### src/hw/uft_defs.vh
`ifndef UFT_DEFS_VH
`define UFT_DEFS_VH

// ----------------------------------------------------------------------
// Widths and depths
// ----------------------------------------------------------------------
`define UFT_DW 8
`define UFT_AW 5
`define UFT_PW 2
`define UFT_CW 3
`define UFT_FIFO_DEPTH 3'h4
`define UFT_TW 16
`define UFT_NBLK 6

// ----------------------------------------------------------------------
// Register offsets
// ----------------------------------------------------------------------
`define UFT_OFF_RXD 5'h00
`define UFT_OFF_TXD 5'h01
`define UFT_OFF_FTHR 5'h02
`define UFT_OFF_FOCC 5'h03
`define UFT_OFF_TCFG 5'h04
`define UFT_OFF_TCMD 5'h05
`define UFT_OFF_T0L 5'h06
`define UFT_OFF_T0H 5'h07
`define UFT_OFF_T1L 5'h08
`define UFT_OFF_T1H 5'h09
`define UFT_OFF_TSTAT 5'h0A
`define UFT_OFF_CCFG 5'h0B
`define UFT_OFF_UCC0 5'h0C
`define UFT_OFF_UCC1 5'h0D
`define UFT_OFF_HPB 5'h0E
`define UFT_OFF_APB 5'h0F
`define UFT_OFF_BMASK 5'h10
`define UFT_OFF_ACK 5'h11
`define UFT_OFF_SSTAT 5'h12
`define UFT_OFF_SMASK 5'h18

// ----------------------------------------------------------------------
// Field positions
// ----------------------------------------------------------------------
`define UFT_FTHR_RX 2:0
`define UFT_FTHR_TX 6:4
`define UFT_TCFG_T0BAUD 0
`define UFT_TCFG_T1BAUD 1
`define UFT_TCFG_SPLIT 2
`define UFT_TCMD_LD0 0
`define UFT_TCMD_LD1 1
`define UFT_CCFG_MODE 1:0
`define UFT_CCFG_AUTO 2

// ----------------------------------------------------------------------
// Encodings and reset values
// ----------------------------------------------------------------------
`define UFT_CC_OFF 2'h0
`define UFT_CC_ASCII 2'h1
`define UFT_CC_EBCDIC 2'h2
`define UFT_CC_USER 2'h3
`define UFT_BLK_NONE 3'h7
`define UFT_RST_FTHR 8'h00
`define UFT_RST_SMASK 8'hFF
`define UFT_RST_BMASK 6'h00
`define UFT_RST_BYTE 8'h00
`define UFT_SRC_VALID 48'h7F_03_03_1F_03_03

`endif

### src/hw/uft_core.v
// Our own choices: the address-and-strobe port and the address map.
`timescale 1ns/100ps
`include "uft_defs.vh"

// What this block does
// - Separate four-byte receive and transmit FIFOs.
// - Receive interrupt when occupancy rises above threshold.
// - Transmit interrupt when occupancy falls below threshold.
// - Host sets both thresholds independently.
// - Two timers, baud generator or general timer.
// - Split rates use both timers, else one free.
// - Command loads count, then decrements per clock.
// - General-timer expiry raises a maskable interrupt.
// - Every received character checked against control set.
// - Control character match raises its own interrupt.
// - Host selects the control recognition mode.
// - Twenty sources grouped into six blocks.
// - Fixed hardware priority resolves pending blocks.
// - One combined interrupt output to host.
// - Report highest block, all blocks, and source.
// - Masking at block and source level.
// - Auto acknowledge on service, or manual command.
module uft_core (
  // Clock and reset
  input wire sys_clk,
  input wire rst_n,
  // Host register port
  input wire [`UFT_AW-1:0] reg_addr,
  input wire [`UFT_DW-1:0] reg_wdata,
  input wire reg_wr,
  input wire reg_rd,
  output reg [`UFT_DW-1:0] reg_rdata,
  // Receive machine side
  input wire rx_char_valid,
  input wire [`UFT_DW-1:0] rx_char,
  input wire [3:0] rx_mach_event,
  // Transmit machine side
  output wire tx_char_valid,
  output wire [`UFT_DW-1:0] tx_char,
  input wire tx_char_take,
  input wire [1:0] tx_mach_event,
  // Modem and baud clocks
  input wire [6:0] modem_event,
  output wire tx_baud_tick,
  output wire rx_baud_tick,
  // Interrupt
  output wire irq
);

  // --------------------------------------------------------------------
  // Register decode
  // --------------------------------------------------------------------
  wire rd_rxd = reg_rd && (reg_addr == `UFT_OFF_RXD);
  wire wr_txd = reg_wr && (reg_addr == `UFT_OFF_TXD);
  wire wr_ack = reg_wr && (reg_addr == `UFT_OFF_ACK);
  wire wr_tcmd = reg_wr && (reg_addr == `UFT_OFF_TCMD);

  reg [`UFT_DW-1:0] fthr;
  reg [`UFT_DW-1:0] tcfg;
  reg [`UFT_DW-1:0] ccfg;
  reg [`UFT_DW-1:0] ucc0;
  reg [`UFT_DW-1:0] ucc1;
  reg [`UFT_DW-1:0] t0_lo;
  reg [`UFT_DW-1:0] t0_hi;
  reg [`UFT_DW-1:0] t1_lo;
  reg [`UFT_DW-1:0] t1_hi;
  reg [`UFT_NBLK-1:0] bmask;

  always @(posedge sys_clk or negedge rst_n) begin
    if (!rst_n) begin
      fthr <= `UFT_RST_FTHR;
      tcfg <= `UFT_RST_BYTE;
      ccfg <= `UFT_RST_BYTE;
      ucc0 <= `UFT_RST_BYTE;
      ucc1 <= `UFT_RST_BYTE;
      t0_lo <= `UFT_RST_BYTE;
      t0_hi <= `UFT_RST_BYTE;
      t1_lo <= `UFT_RST_BYTE;
      t1_hi <= `UFT_RST_BYTE;
      bmask <= `UFT_RST_BMASK;
    end else if (reg_wr) begin
      case (reg_addr)
        `UFT_OFF_FTHR: fthr <= reg_wdata;
        `UFT_OFF_TCFG: tcfg <= reg_wdata;
        `UFT_OFF_CCFG: ccfg <= reg_wdata;
        `UFT_OFF_UCC0: ucc0 <= reg_wdata;
        `UFT_OFF_UCC1: ucc1 <= reg_wdata;
        `UFT_OFF_T0L: t0_lo <= reg_wdata;
        `UFT_OFF_T0H: t0_hi <= reg_wdata;
        `UFT_OFF_T1L: t1_lo <= reg_wdata;
        `UFT_OFF_T1H: t1_hi <= reg_wdata;
        `UFT_OFF_BMASK: bmask <= reg_wdata[`UFT_NBLK-1:0];
        default: bmask <= bmask;
      endcase
    end
  end

  // --------------------------------------------------------------------
  // Receive FIFO
  // --------------------------------------------------------------------
  reg [`UFT_PW-1:0] rx_wp;
  reg [`UFT_PW-1:0] rx_rp;
  reg [`UFT_CW-1:0] rx_cnt;
  wire [`UFT_DW-1:0] rx_head;
  wire rx_full = (rx_cnt == `UFT_FIFO_DEPTH);
  wire rx_push = rx_char_valid && !rx_full;
  wire rx_pop = rd_rxd && (rx_cnt != {`UFT_CW{1'b0}});
  wire [`UFT_PW-1:0] next_rx_rp = rx_rp + {1'b0, rx_pop};
  wire [`UFT_CW-1:0] next_rx_cnt = rx_cnt + {2'h0, rx_push} - {2'h0, rx_pop};

  always @(posedge sys_clk or negedge rst_n) begin
    if (!rst_n) begin
      rx_wp <= 2'h0;
      rx_rp <= 2'h0;
      rx_cnt <= 3'h0;
    end else begin
      rx_wp <= rx_wp + {1'b0, rx_push};
      rx_rp <= next_rx_rp;
      rx_cnt <= next_rx_cnt;
    end
  end

  // Head of the queue always sits in the memory's output register.
  uft_fifo_mem u_rx_mem (
    .sys_clk(sys_clk),
    .rst_n(rst_n),
    .wr_en(rx_push),
    .wr_addr(rx_wp),
    .wr_data(rx_char),
    .rd_addr(next_rx_rp),
    .rd_data(rx_head)
  );

  wire rx_thr_event = (next_rx_cnt > fthr[`UFT_FTHR_RX]) &&
                      (rx_cnt <= fthr[`UFT_FTHR_RX]) && rx_push;
  wire rx_ovf_event = rx_char_valid && rx_full;

  // --------------------------------------------------------------------
  // Transmit FIFO
  // --------------------------------------------------------------------
  reg [`UFT_PW-1:0] tx_wp;
  reg [`UFT_PW-1:0] tx_rp;
  reg [`UFT_CW-1:0] tx_cnt;
  wire tx_full = (tx_cnt == `UFT_FIFO_DEPTH);
  wire tx_push = wr_txd && !tx_full;
  wire tx_pop = tx_char_take && tx_char_valid;
  wire [`UFT_PW-1:0] next_tx_rp = tx_rp + {1'b0, tx_pop};
  wire [`UFT_CW-1:0] next_tx_cnt = tx_cnt + {2'h0, tx_push} - {2'h0, tx_pop};

  always @(posedge sys_clk or negedge rst_n) begin
    if (!rst_n) begin
      tx_wp <= 2'h0;
      tx_rp <= 2'h0;
      tx_cnt <= 3'h0;
    end else begin
      tx_wp <= tx_wp + {1'b0, tx_push};
      tx_rp <= next_tx_rp;
      tx_cnt <= next_tx_cnt;
    end
  end

  uft_fifo_mem u_tx_mem (
    .sys_clk(sys_clk),
    .rst_n(rst_n),
    .wr_en(tx_push),
    .wr_addr(tx_wp),
    .wr_data(reg_wdata),
    .rd_addr(next_tx_rp),
    .rd_data(tx_char)
  );

  assign tx_char_valid = (tx_cnt != 3'h0);

  wire tx_thr_event = (next_tx_cnt < fthr[`UFT_FTHR_TX]) &&
                      (tx_cnt >= fthr[`UFT_FTHR_TX]) && tx_pop;
  wire tx_ovf_event = wr_txd && tx_full;

  // --------------------------------------------------------------------
  // Timers
  // --------------------------------------------------------------------
  wire [`UFT_TW-1:0] t0_count;
  wire [`UFT_TW-1:0] t1_count;
  wire t0_run;
  wire t1_run;
  wire t0_exp;
  wire t1_exp;

  uft_timer u_timer0 (
    .sys_clk(sys_clk),
    .rst_n(rst_n),
    .load(wr_tcmd && reg_wdata[`UFT_TCMD_LD0]),
    .load_value({t0_hi, t0_lo}),
    .baud_mode(tcfg[`UFT_TCFG_T0BAUD]),
    .count(t0_count),
    .running(t0_run),
    .expire(t0_exp)
  );

  uft_timer u_timer1 (
    .sys_clk(sys_clk),
    .rst_n(rst_n),
    .load(wr_tcmd && reg_wdata[`UFT_TCMD_LD1]),
    .load_value({t1_hi, t1_lo}),
    .baud_mode(tcfg[`UFT_TCFG_T1BAUD]),
    .count(t1_count),
    .running(t1_run),
    .expire(t1_exp)
  );

  // Without split rates timer 1 stays free for general timing.
  wire t0_tick = t0_exp && tcfg[`UFT_TCFG_T0BAUD];
  wire t1_tick = t1_exp && tcfg[`UFT_TCFG_T1BAUD];
  assign tx_baud_tick = t0_tick;
  assign rx_baud_tick = tcfg[`UFT_TCFG_SPLIT] ? t1_tick : t0_tick;

  // Baud-mode expiries are not events; they would swamp the host.
  wire [1:0] tmr_event = {t1_exp && !tcfg[`UFT_TCFG_T1BAUD],
                          t0_exp && !tcfg[`UFT_TCFG_T0BAUD]};

  // --------------------------------------------------------------------
  // Control character recognition
  // --------------------------------------------------------------------
  reg cc_match;

  always @* begin
    cc_match = 1'b0;
    case (ccfg[`UFT_CCFG_MODE])
      `UFT_CC_ASCII: begin
        case (rx_char)
          8'h01, 8'h02, 8'h03, 8'h04, 8'h05, 8'h06, 8'h10, 8'h15,
          8'h17: cc_match = 1'b1;
          default: cc_match = 1'b0;
        endcase
      end
      `UFT_CC_EBCDIC: begin
        case (rx_char)
          8'h01, 8'h02, 8'h03, 8'h37, 8'h2D, 8'h2E, 8'h10, 8'h3D,
          8'h26: cc_match = 1'b1;
          default: cc_match = 1'b0;
        endcase
      end
      `UFT_CC_USER: cc_match = (rx_char == ucc0) || (rx_char == ucc1);
      default: cc_match = 1'b0;
    endcase
  end

  wire cc_event = rx_char_valid && cc_match;

  // --------------------------------------------------------------------
  // Interrupt manager
  // --------------------------------------------------------------------
  // Block order gives priority: timer, tx machine, rx machine,
  // rx FIFO, tx FIFO, modem.
  wire [47:0] src_event = {1'b0, modem_event,
                           6'h00, tx_ovf_event, tx_thr_event,
                           6'h00, rx_ovf_event, rx_thr_event,
                           3'h0, rx_mach_event, cc_event,
                           6'h00, tx_mach_event,
                           6'h00, tmr_event};
  wire [47:0] src_valid = `UFT_SRC_VALID;
  wire [47:0] stat_flat;
  wire [47:0] smask_flat;
  wire [`UFT_NBLK-1:0] blk_pend;
  reg [2:0] top_blk;
  wire auto_ack = ccfg[`UFT_CCFG_AUTO];

  genvar b;
  generate
    for (b = 0; b < `UFT_NBLK; b = b + 1) begin : g_blk
      reg [7:0] stat;
      reg [7:0] smask;
      reg [7:0] clr;
      wire [31:0] sa = `UFT_OFF_SSTAT + b;
      wire [31:0] ma = `UFT_OFF_SMASK + b;

      always @* begin
        clr = 8'h00;
        if (reg_wr && (reg_addr == sa)) begin
          clr = reg_wdata;
        end
        if (auto_ack && reg_rd && (reg_addr == sa)) begin
          clr = clr | stat;
        end
        if (wr_ack && (top_blk == b)) begin
          clr = 8'hFF;
        end
      end

      // A new event in the clearing cycle survives the clear.
      always @(posedge sys_clk or negedge rst_n) begin
        if (!rst_n) begin
          stat <= 8'h00;
          smask <= `UFT_RST_SMASK;
        end else begin
          stat <= ((stat & ~clr) | src_event[b*8 +: 8]) &
                  src_valid[b*8 +: 8];
          if (reg_wr && (reg_addr == ma)) begin
            smask <= reg_wdata;
          end
        end
      end

      assign stat_flat[b*8 +: 8] = stat;
      assign smask_flat[b*8 +: 8] = smask;
      assign blk_pend[b] = |(stat & smask) && bmask[b];
    end
  endgenerate

  integer i;

  // The lowest index wins, so the timer block comes first.
  always @* begin
    top_blk = `UFT_BLK_NONE;
    for (i = `UFT_NBLK - 1; i >= 0; i = i - 1) begin
      if (blk_pend[i]) begin
        top_blk = i[2:0];
      end
    end
  end

  assign irq = |blk_pend;

  // --------------------------------------------------------------------
  // Read data, one cycle after the strobe
  // --------------------------------------------------------------------
  wire [4:0] s_idx = reg_addr - `UFT_OFF_SSTAT;
  wire [4:0] m_idx = reg_addr - `UFT_OFF_SMASK;
  reg [`UFT_DW-1:0] rd_val;

  always @* begin
    rd_val = 8'h00;
    case (reg_addr)
      `UFT_OFF_RXD: rd_val = rx_head;
      `UFT_OFF_FTHR: rd_val = fthr;
      `UFT_OFF_FOCC: rd_val = {1'b0, tx_cnt, 1'b0, rx_cnt};
      `UFT_OFF_TCFG: rd_val = tcfg;
      `UFT_OFF_T0L: rd_val = t0_count[7:0];
      `UFT_OFF_T0H: rd_val = t0_count[15:8];
      `UFT_OFF_T1L: rd_val = t1_count[7:0];
      `UFT_OFF_T1H: rd_val = t1_count[15:8];
      `UFT_OFF_TSTAT: rd_val = {6'h00, t1_run, t0_run};
      `UFT_OFF_CCFG: rd_val = ccfg;
      `UFT_OFF_UCC0: rd_val = ucc0;
      `UFT_OFF_UCC1: rd_val = ucc1;
      `UFT_OFF_HPB: rd_val = {5'h00, top_blk};
      `UFT_OFF_APB: rd_val = {2'h0, blk_pend};
      `UFT_OFF_BMASK: rd_val = {2'h0, bmask};
      default: begin
        if (s_idx < `UFT_NBLK) begin
          rd_val = stat_flat[s_idx[2:0]*8 +: 8];
        end else if (m_idx < `UFT_NBLK) begin
          rd_val = smask_flat[m_idx[2:0]*8 +: 8];
        end
      end
    endcase
  end

  always @(posedge sys_clk or negedge rst_n) begin
    if (!rst_n) begin
      reg_rdata <= `UFT_RST_BYTE;
    end else begin
      reg_rdata <= reg_rd ? rd_val : `UFT_RST_BYTE;
    end
  end

endmodule // uft_core

### src/hw/uft_fifo_mem.v
`timescale 1ns/100ps
`include "uft_defs.vh"

module uft_fifo_mem (
  // Clock and reset
  input wire sys_clk,
  input wire rst_n,
  // Write port
  input wire wr_en,
  input wire [`UFT_PW-1:0] wr_addr,
  input wire [`UFT_DW-1:0] wr_data,
  // Read port
  input wire [`UFT_PW-1:0] rd_addr,
  output reg [`UFT_DW-1:0] rd_data
);

  reg [`UFT_DW-1:0] mem [0:3];

  // Written data is forwarded so a head slot filled this cycle is seen.
  always @(posedge sys_clk or negedge rst_n) begin
    if (!rst_n) begin
      rd_data <= `UFT_RST_BYTE;
    end else if (wr_en && (wr_addr == rd_addr)) begin
      rd_data <= wr_data;
    end else begin
      rd_data <= mem[rd_addr];
    end
  end

  always @(posedge sys_clk) begin
    if (wr_en) begin
      mem[wr_addr] <= wr_data;
    end
  end

endmodule // uft_fifo_mem

### src/hw/uft_timer.v
`timescale 1ns/100ps
`include "uft_defs.vh"

module uft_timer (
  // Clock and reset
  input wire sys_clk,
  input wire rst_n,
  // Control
  input wire load,
  input wire [`UFT_TW-1:0] load_value,
  input wire baud_mode,
  // State
  output reg [`UFT_TW-1:0] count,
  output reg running,
  output reg expire
);

  reg [`UFT_TW-1:0] reload;

  // A general timer stops at expiry; a baud generator reloads and runs on.
  always @(posedge sys_clk or negedge rst_n) begin
    if (!rst_n) begin
      count <= {`UFT_TW{1'b0}};
      reload <= {`UFT_TW{1'b0}};
      running <= 1'b0;
      expire <= 1'b0;
    end else if (load) begin
      count <= load_value;
      reload <= load_value;
      running <= 1'b1;
      expire <= 1'b0;
    end else if (running && (count <= {{(`UFT_TW-1){1'b0}}, 1'b1})) begin
      expire <= 1'b1;
      count <= baud_mode ? reload : {`UFT_TW{1'b0}};
      running <= baud_mode;
    end else if (running) begin
      count <= count - {{(`UFT_TW-1){1'b0}}, 1'b1};
      expire <= 1'b0;
    end else begin
      expire <= 1'b0;
    end
  end

endmodule // uft_timer

### config.mk
export PLATFORM = sky130hd
export DESIGN_NAME = uft_core
export DESIGN_NICKNAME = d
export VERILOG_FILES = /design/src/hw/uft_core.v /design/src/hw/uft_fifo_mem.v /design/src/hw/uft_timer.v
export VERILOG_INCLUDE_DIRS = /design/src /design/src/hw
export SDC_FILE = /design/constraint.sdc
export NUM_CORES = 1
export LEC_CHECK = 0
export ABC_AREA = 1
export BUFFER_PORTS_ARGS = -buffer_cell sky130_fd_sc_hd__buf_2
export CAP_MARGIN = 10
export CORE_UTILIZATION = 42
export CTS_CLUSTER_DIAMETER = 60
export DETAILED_ROUTE_END_ITERATION = 16
export GPL_TIMING_DRIVEN = 0
export PLACE_DENSITY = 0.67
export SETUP_SLACK_MARGIN = 0.1
export SLEW_MARGIN = 10
export SYNTH_ARGS = -nofsm -noshare
export SYNTH_HDL_FRONTEND = slang
export SYNTH_SLANG_ARGS = --single-unit
### constraint.sdc
create_clock -name sys_clk -period 2.83 [get_ports sys_clk]
set_input_delay 0.849 -clock sys_clk [delete_from_list [all_inputs] [get_ports sys_clk]]
set_output_delay 0.849 -clock sys_clk [all_outputs]
set_load 0.03 [all_outputs]
==> metrics.md, run 1 <==
| Metric | Value |
|---|---|
| RSZ-0062 raised after global routing | `yes` |
| Warnings from Yosys | `0` |
| Asr flop ratio synth | `0.797` |
| First-pass GRT wire length | `78,800 um` |
| Final Hold Vio Count | `0` |
| Yosys reg bits | `316` |
| CTS Root Cell | `clkbuf_16` |
| Die Area | `between 30,000 and 40,000 um^2` |
| Critical path's slowest cell | `fa_2` |
| CTS clk-pin slew, worst paths | `60 ps` |
| Place WS | `-1020 ps` |
| Total CTS buffers | `37` |
| Seq/Total Area, Yosys | `0.509` |
| Cell count of the worst reg-to-reg path | `15` |
| Cells after synthesis | `roughly 2,000` |
| Count leader, synth | `nand2_1` |
| Main area contributors after synthesis | `dfrtp_1, nand2_1, edfxtp_1, dfstp_2, o21ai_0` |
| Slowest cell delay on critical path | `around 350 ps` |
| Final setup viols | `0` |
| Fillers | `3,671` |
| Min Tclk post-route | `between 2000 and 3000 ps` |
| HP Class | `input pin to async pin` |
| Mapped cell area | `16,300 um^2` |
| CP delay by family, top | `adder cells` |
| Max Freq | `355 MHz` |
| DR iter-0 viols | `around 1,300` |
| Leading area contributor after synthesis | `dfrtp_1` |
| Clock Sinks | `approximately 320` |
| Main synth FF type | `dfrtp_1` |
| H-tree Lvls | `2` |
| Final Max Tran Viols | `0` |
| Combinational power share | `0.294` |
| Dpl cells | `between 2,000 and 3,000` |
| Measured slew at the worst slew-check pin | `1120 ps` |
| Setup crit start kind | `input pin` |
| Yosys top cell area share | `0.314` |
| P_sw | `5.71 mW` |
| Setup ws final | `10.2 ps` |
| Die width | `just under 200 um` |
| Crit path capture type | `register` |
| Clock skew | `20.1 ps` |
| Number of global-route vias before repair | `14,000` |
| Io pins | `60` |
| Unique masters post-synth | `49` |
| Worst slew margin | `0.253` |
| Final ANT Viol Nets | `0` |
| Number of flops mapped to enable cells by yosys | `64` |
| Buf+Inv Stages, Crit Path | `6` |
| FF-to-FF Start | `rx_cnt[1]` |
| WP data arrival | `3300 ps` |
| Leak | `8.95 nW` |
| Core box area | `37,900 um^2` |
| Pint | `10.5 mW` |
| Vias/cell | `approximately 5.3` |
| Setup CP Type | `input pin to register` |
| Core Util, Final | `0.502` |
| Hold_ws | `261 ps` |
| Avg Cell Area, Syn | `7.99 um^2` |
| Total power | `16.2 mW` |
| Gr usage total | `0.262` |
| Largest net degree at the start of global routing | `107` |
| Vert. Die Dim | `199 um` |
| CP Data Required Time | `3310 ps` |
| Most instantiated cells after synthesis | `nand2_1, o21ai_0, dfrtp_1, nor2_1, inv_1` |
| Crit Path Max Fanout | `3` |
| # DRC | `0` |
| Layout cell share with drive strength beyond 1 | `0.144` |
| Dpl hpwl | `35,800 um` |
| Max Cap Violations | `0` |
| Tcrit/Tclk final | `0.996` |
| TritonRoute pass-1 iters | `5` |
| Cts hold-fix bufs | `0` |
| Switching share of total power | `0.353` |
| Worst-skew pair later-pin latency | `560 ps` |
| NumNets Final | `2,227` |
| VDD IR-drop max | `440 uV` |
| N_diodes | `0` |
| WL per Instance | `18.5 um` |
| Pwr Density | `about 850 nW/um^2` |
| Flop-to-flop setup slack | `40 ps` |
| Worst r2r dst | `g_blk[3].stat[0]` |
| Longest Clk Path Bufs | `3` |
| # rows | `71` |
| GR Overflow Total | `0` |
| Routability cong. | `0.963` |
| Flop pwr share | `0.404` |
| CP Cell Sequence | `buf_6, buf_8, inv_8, nand2_8, nor2_4, o311a_1, ha_1, inv_1, ha_2, inv_2, fa_2, xor2_1, inv_1, ha_4, nand2_2, o21ai_1, nand4_1, o21ai_1` |
| CTS tree | `yes` |
| Fin cells | `2,698` |
| Starting density of the core | `0.429` |
| Area grow syn2layout | `17.0%` |
| Antenna violations before repair | `0` |
| DRT Wirelength | `50,000 um` |
| Clock power share | `0.303` |
| Syn nets | `2,105` |
| Total number of vias | `~14,000` |
| Outcome | `complete, no violations` |
| Port bufs | `56` |
[power by group through the flow]
stage	sequential, mW	clock, mW	combinational, mW
2_1_floorplan	6.43	0	3.15
3_3_place_gp	6.54	0	4.31
3_5_place_dp	6.56	0	4.45
4_1_cts	6.49	4.96	4.59
5_1_grt	6.64	5.14	5.41
6_report	6.52	4.89	4.75
[layout by cell type, fill, tap and decap left out, types with 21 or more instances in the layout]
cell type	instances
edfxtp_1	64
nand3_1	102
nand2_1	688
clkbuf_16	39
o21ai_0	224
dfrtp_1	198
buf_2	62
clkbuf_1	39
inv_1	167
buf_4	31
nor2_1	190
a21oi_1	36
ha_1	21
dfstp_2	48
[layer usage]
layer  track usage  vias to the layer above  wire [um]
li1              -                     6856          -
met3        0.0517                      119       3720
met5             0                        -          0
met2         0.416                      519      22700
met4         0.112                        0       2080
met1         0.349                     6906      21400
[cell families (layout without fill, tap and decap cells)]
logic type	after synthesis	in the layout	share of synthesized area
adder cells (fa/ha/maj)	29	29	0.0232
AND/OR/NAND/NOR	1080	1080	0.274
flip-flops	316	316	0.509
AO/OA/AOI/OAI	316	316	0.103
XOR/XNOR	31	31	0.0176
buffers and inverters	248	399	0.0620
multiplexers	16	16	0.0105
[repair_timing]
action | CTS | global route
gates resized for setup | 35 | 25
endpoints found under the setup margin | 20 | 20
pin swaps | 16 | 14
buffers inserted | 16 | 12
[worst register-to-register path, delay by kind of cell, from the launching register on]
| kind | cells | cell delay [ps] |
|---|---|---|
| buffers and inverters | 4 | 290 |
| AND/OR/NAND/NOR | 3 | 290 |
| adder cells (fa/ha/maj) | 4 | 1070 |
| AO/OA/AOI/OAI | 3 | 470 |
| XOR/XNOR | 1 | 130 |
| flip-flops | 1 | 470 |
[layout make-up]
type                       instances  area, um^2  share of cell area
tap                              511         639              0.0336
multi-input combinational       1472        7210               0.379
buffer                            57         323              0.0170
clock buffer                      53        1080              0.0567
inverter                         188         732              0.0385
clock inverter                    15         163             0.00855
sequential                       316        8300               0.436
timing repair buffer              86         589              0.0310
[worst max path at each step]
| stage | start | endpoint | slack, ps | depth (start not counted) |
|---|---|---|---|---|
| floorplan | reg_addr[3] | g_blk[3].stat[0] | -360 | 17 |
| detailed placement | reg_addr[0] | g_blk[3].stat[0] | -1020 | 18 |
| CTS | reg_addr[3] | g_blk[3].stat[0] | 3 | 17 |
| finish | reg_addr[0] | g_blk[3].stat[0] | 10 | 18 |
| global placement | rst_n | t1_lo[6] | -3690 | 1 |
| global route | rx_cnt[1] | g_blk[3].stat[0] | -140 | 15 |
[metrics by stage]
stage	cell area, um^2	setup TNS [ps]
final	19000	0
after global routing	19000	-197
after CTS	18900	0
after detailed placement	17400	-20800
after global placement	17300	-863900
after floorplan	16400	-634
[registers in the layout, indices dropped and copies added (netlist names), 3 cells and up]
name	cells
t0_hi	8
u_rx_mem.mem	32
g_blk.smask	48
ccfg	8
bmask	6
ucc1	8
tx_cnt	3
u_timer0.count	16
reg_rdata	8
fthr	8
t0_lo	8
g_blk.stat	20
t1_hi	8
ucc0	8
u_timer0.reload	16
rx_cnt	3
u_tx_mem.rd_data	8
t1_lo	8
u_tx_mem.mem	32
tcfg	8
u_timer1.reload	16
u_rx_mem.rd_data	8
u_timer1.count	16
(Power assumes the default switching activity.)
==> run 2: changes to the inputs <==
--- a/config.mk
+++ b/config.mk
@@ -9,6 +9,7 @@
 export ABC_AREA = 1
 export BUFFER_PORTS_ARGS = -buffer_cell sky130_fd_sc_hd__buf_2
 export CAP_MARGIN = 10
+export CORE_MARGIN = 2
 export CORE_UTILIZATION = 42
 export CTS_CLUSTER_DIAMETER = 60
 export DETAILED_ROUTE_END_ITERATION = 16
==> metrics.md, run 2 (synthesis results as in run 1) <==
| Metric | Value |
|---|---|
| Most common cell after layout, fill and taps aside | `nand2_1` |
| HP Class | `input pin to async pin` |
| Total number of vias | `between 10,000 and 15,000` |
| Tcrit/Tclk final | `0.988` |
| Setup CP Type | `input pin to register` |
| Final ANT Viol Nets | `0` |
| Final Max Tran Viols | `0` |
| CP Data Required Time | `3270 ps` |
| Core Util, Final | `0.500` |
| Port bufs | `56` |
| Core box area | `38,500 um^2` |
| Measured slew at the worst slew-check pin | `1210 ps` |
| Io pins | `60` |
| TritonRoute pass-1 iters | `6` |
| Outcome | `complete, no violations` |
| Clock Sinks | `between 300 and 400` |
| Final Hold Vio Count | `0` |
| Vias/cell | `5.33` |
| VDD IR-drop max | `roughly 550 uV` |
| CTS tree | `yes` |
| GR Overflow Total | `0` |
| CTS clk-pin slew, worst paths | `roughly 60 ps` |
| Antenna violations before repair | `1` |
| Clock skew | `21.6 ps` |
| Max Cap Violations | `0` |
| Dpl hpwl | `36,600 um` |
| Crit Path Max Fanout | `6` |
| Total power | `16.4 mW` |
| Max Freq | `358 MHz` |
| Routability cong. | `0.970` |
| Final setup viols | `0` |
| DRT Wirelength | `50,500 um` |
| Leak | `approximately 9 nW` |
| Placed Instance Area | `roughly 17,000 um^2` |
| CTS Root Cell | `clkbuf_16` |
| WL per Instance | `18.6 um` |
| First-pass GRT wire length | `79,400 um` |
| Layout cell share with drive strength beyond 1 | `0.149` |
| WP data arrival | `~3200 ps` |
| NumNets Final | `2,242` |
| H-tree Lvls | `2` |
| Most frequent cells in the layout | `nand2_1, o21ai_0, dfrtp_1` |
| Max reg flops | `48` |
| N_diodes | `0` |
| Die Area | `40,300 um^2` |
| Number of global-route vias before repair | `14,100` |
| Pwr Density | `851 nW/um^2` |
| # rows | `72` |
| Biggest regs | `g_blk.smask: 48 flops, u_rx_mem.mem: 32 flops, u_tx_mem.mem: 32 flops` |
| Total CTS buffers | `39` |
| Die width | `201 um` |
| Setup crit start kind | `input pin` |
| # DRC | `0` |
| Area grow syn2layout | `18.1%` |
| DR iter-0 viols | `1,377` |
| Min Tclk post-route | `2800 ps` |
| Starting density of the core | `0.423` |
| Longest Clk Path Bufs | `3` |
| Reg with most FFs | `g_blk.smask` |
| Cts hold-fix bufs | `0` |
| Crit path capture type | `register` |
| Setup TNS | `0 ps` |
| RSZ-0062 raised after global routing | `yes` |
| Worst-skew pair later-pin latency | `550 ps` |
| Fillers | `3,678` |
| Worst slew margin | `0.189` |
| Vert. Die Dim | `201 um` |
| Largest net degree at the start of global routing | `110` |
| Final cell area excluding filler cells | `19,200 um^2` |
| Gr usage total | `0.251` |
run 2: changes by cell type in the layout (fill, tap and decap cells not counted), sizes merged:
cell	previous run	this run
buf	108	120
bufinv	3	4
clkbuf	88	83
clkinv	12	16
clkinvlp	3	2
inv	185	191
run 2: layer usage:
metal,share of wire,track usage
met2,0.47,0.410
met5,0.00032,0
met1,0.42,0.341
met4,0.035,0.0902
met3,0.072,0.0369
run 2: final timing paths:
check,startpoint,to,slack (ps),depth (start not counted)
worst max-delay path,reg_addr[0],g_blk[3].stat[0],30,18
worst min-delay path,rst_n,g_blk[2].stat[2],240,1
worst max register to register,rx_cnt[2],g_blk[3].stat[0],110,13
worst min register to register,u_timer0.reload[1],u_timer0.reload[1],470,2
max in group asynchronous,rst_n,t1_hi[4],1600,2
min in group sys_clk,u_timer0.reload[1],u_timer0.reload[1],470,2
run 2: cell type report:
class                   instances  area [um^2]  area share
multi-input cells            1472         7220       0.376
flip-flops and latches        316         8290       0.431
plain buffers                  58          337      0.0175
well taps                     518          648      0.0337
clock inverters                25          267      0.0139
clock buffers                  47         1020      0.0529
inverters                     188          737      0.0384
repair buffers                 98          704      0.0367
run 2: report_power, final:
| part | internal, mW | switching (mW) | leakage (nW) |
|---|---|---|---|
| registers | 5.71 | 0.829 | 3.61 |
| clock network | 2.97 | 2.08 | 0.631 |
| logic | 1.82 | 2.94 | 4.81 |
run 2: critical path, cell delays in order:
cell	delay, ps
buf_12	100
buf_8	130
inv_8	70
nand2_8	70
nor2_4	110
o311a_1	220
ha_1	250
inv_1	60
ha_2	160
inv_2	40
fa_2	340
xor2_1	140
inv_1	100
ha_4	220
a21oi_2	130
o21ai_2	60
nand4_1	100
o21ai_1	70
run 2: per-stage QoR:
| step | cells | hold slack, ps | setup slack (ps) |
|---|---|---|---|
| final | 2722 | 237 | 35.0 |
| after global routing | 2722 | 282 | -113 |
| after CTS | 2698 | 267 | -17.1 |
| after detailed placement | 2612 | 457 | -956 |
| after global placement | 2610 | 451 | -3660 |
| after floorplan | 2036 | 437 | -362 |
run 2: timing repair:
action,CTS,global route
setup buffers,15,24
setup endpoints to repair,21,38
pin swaps,5,16
gates cloned,0,1
gates resized for setup,14,52
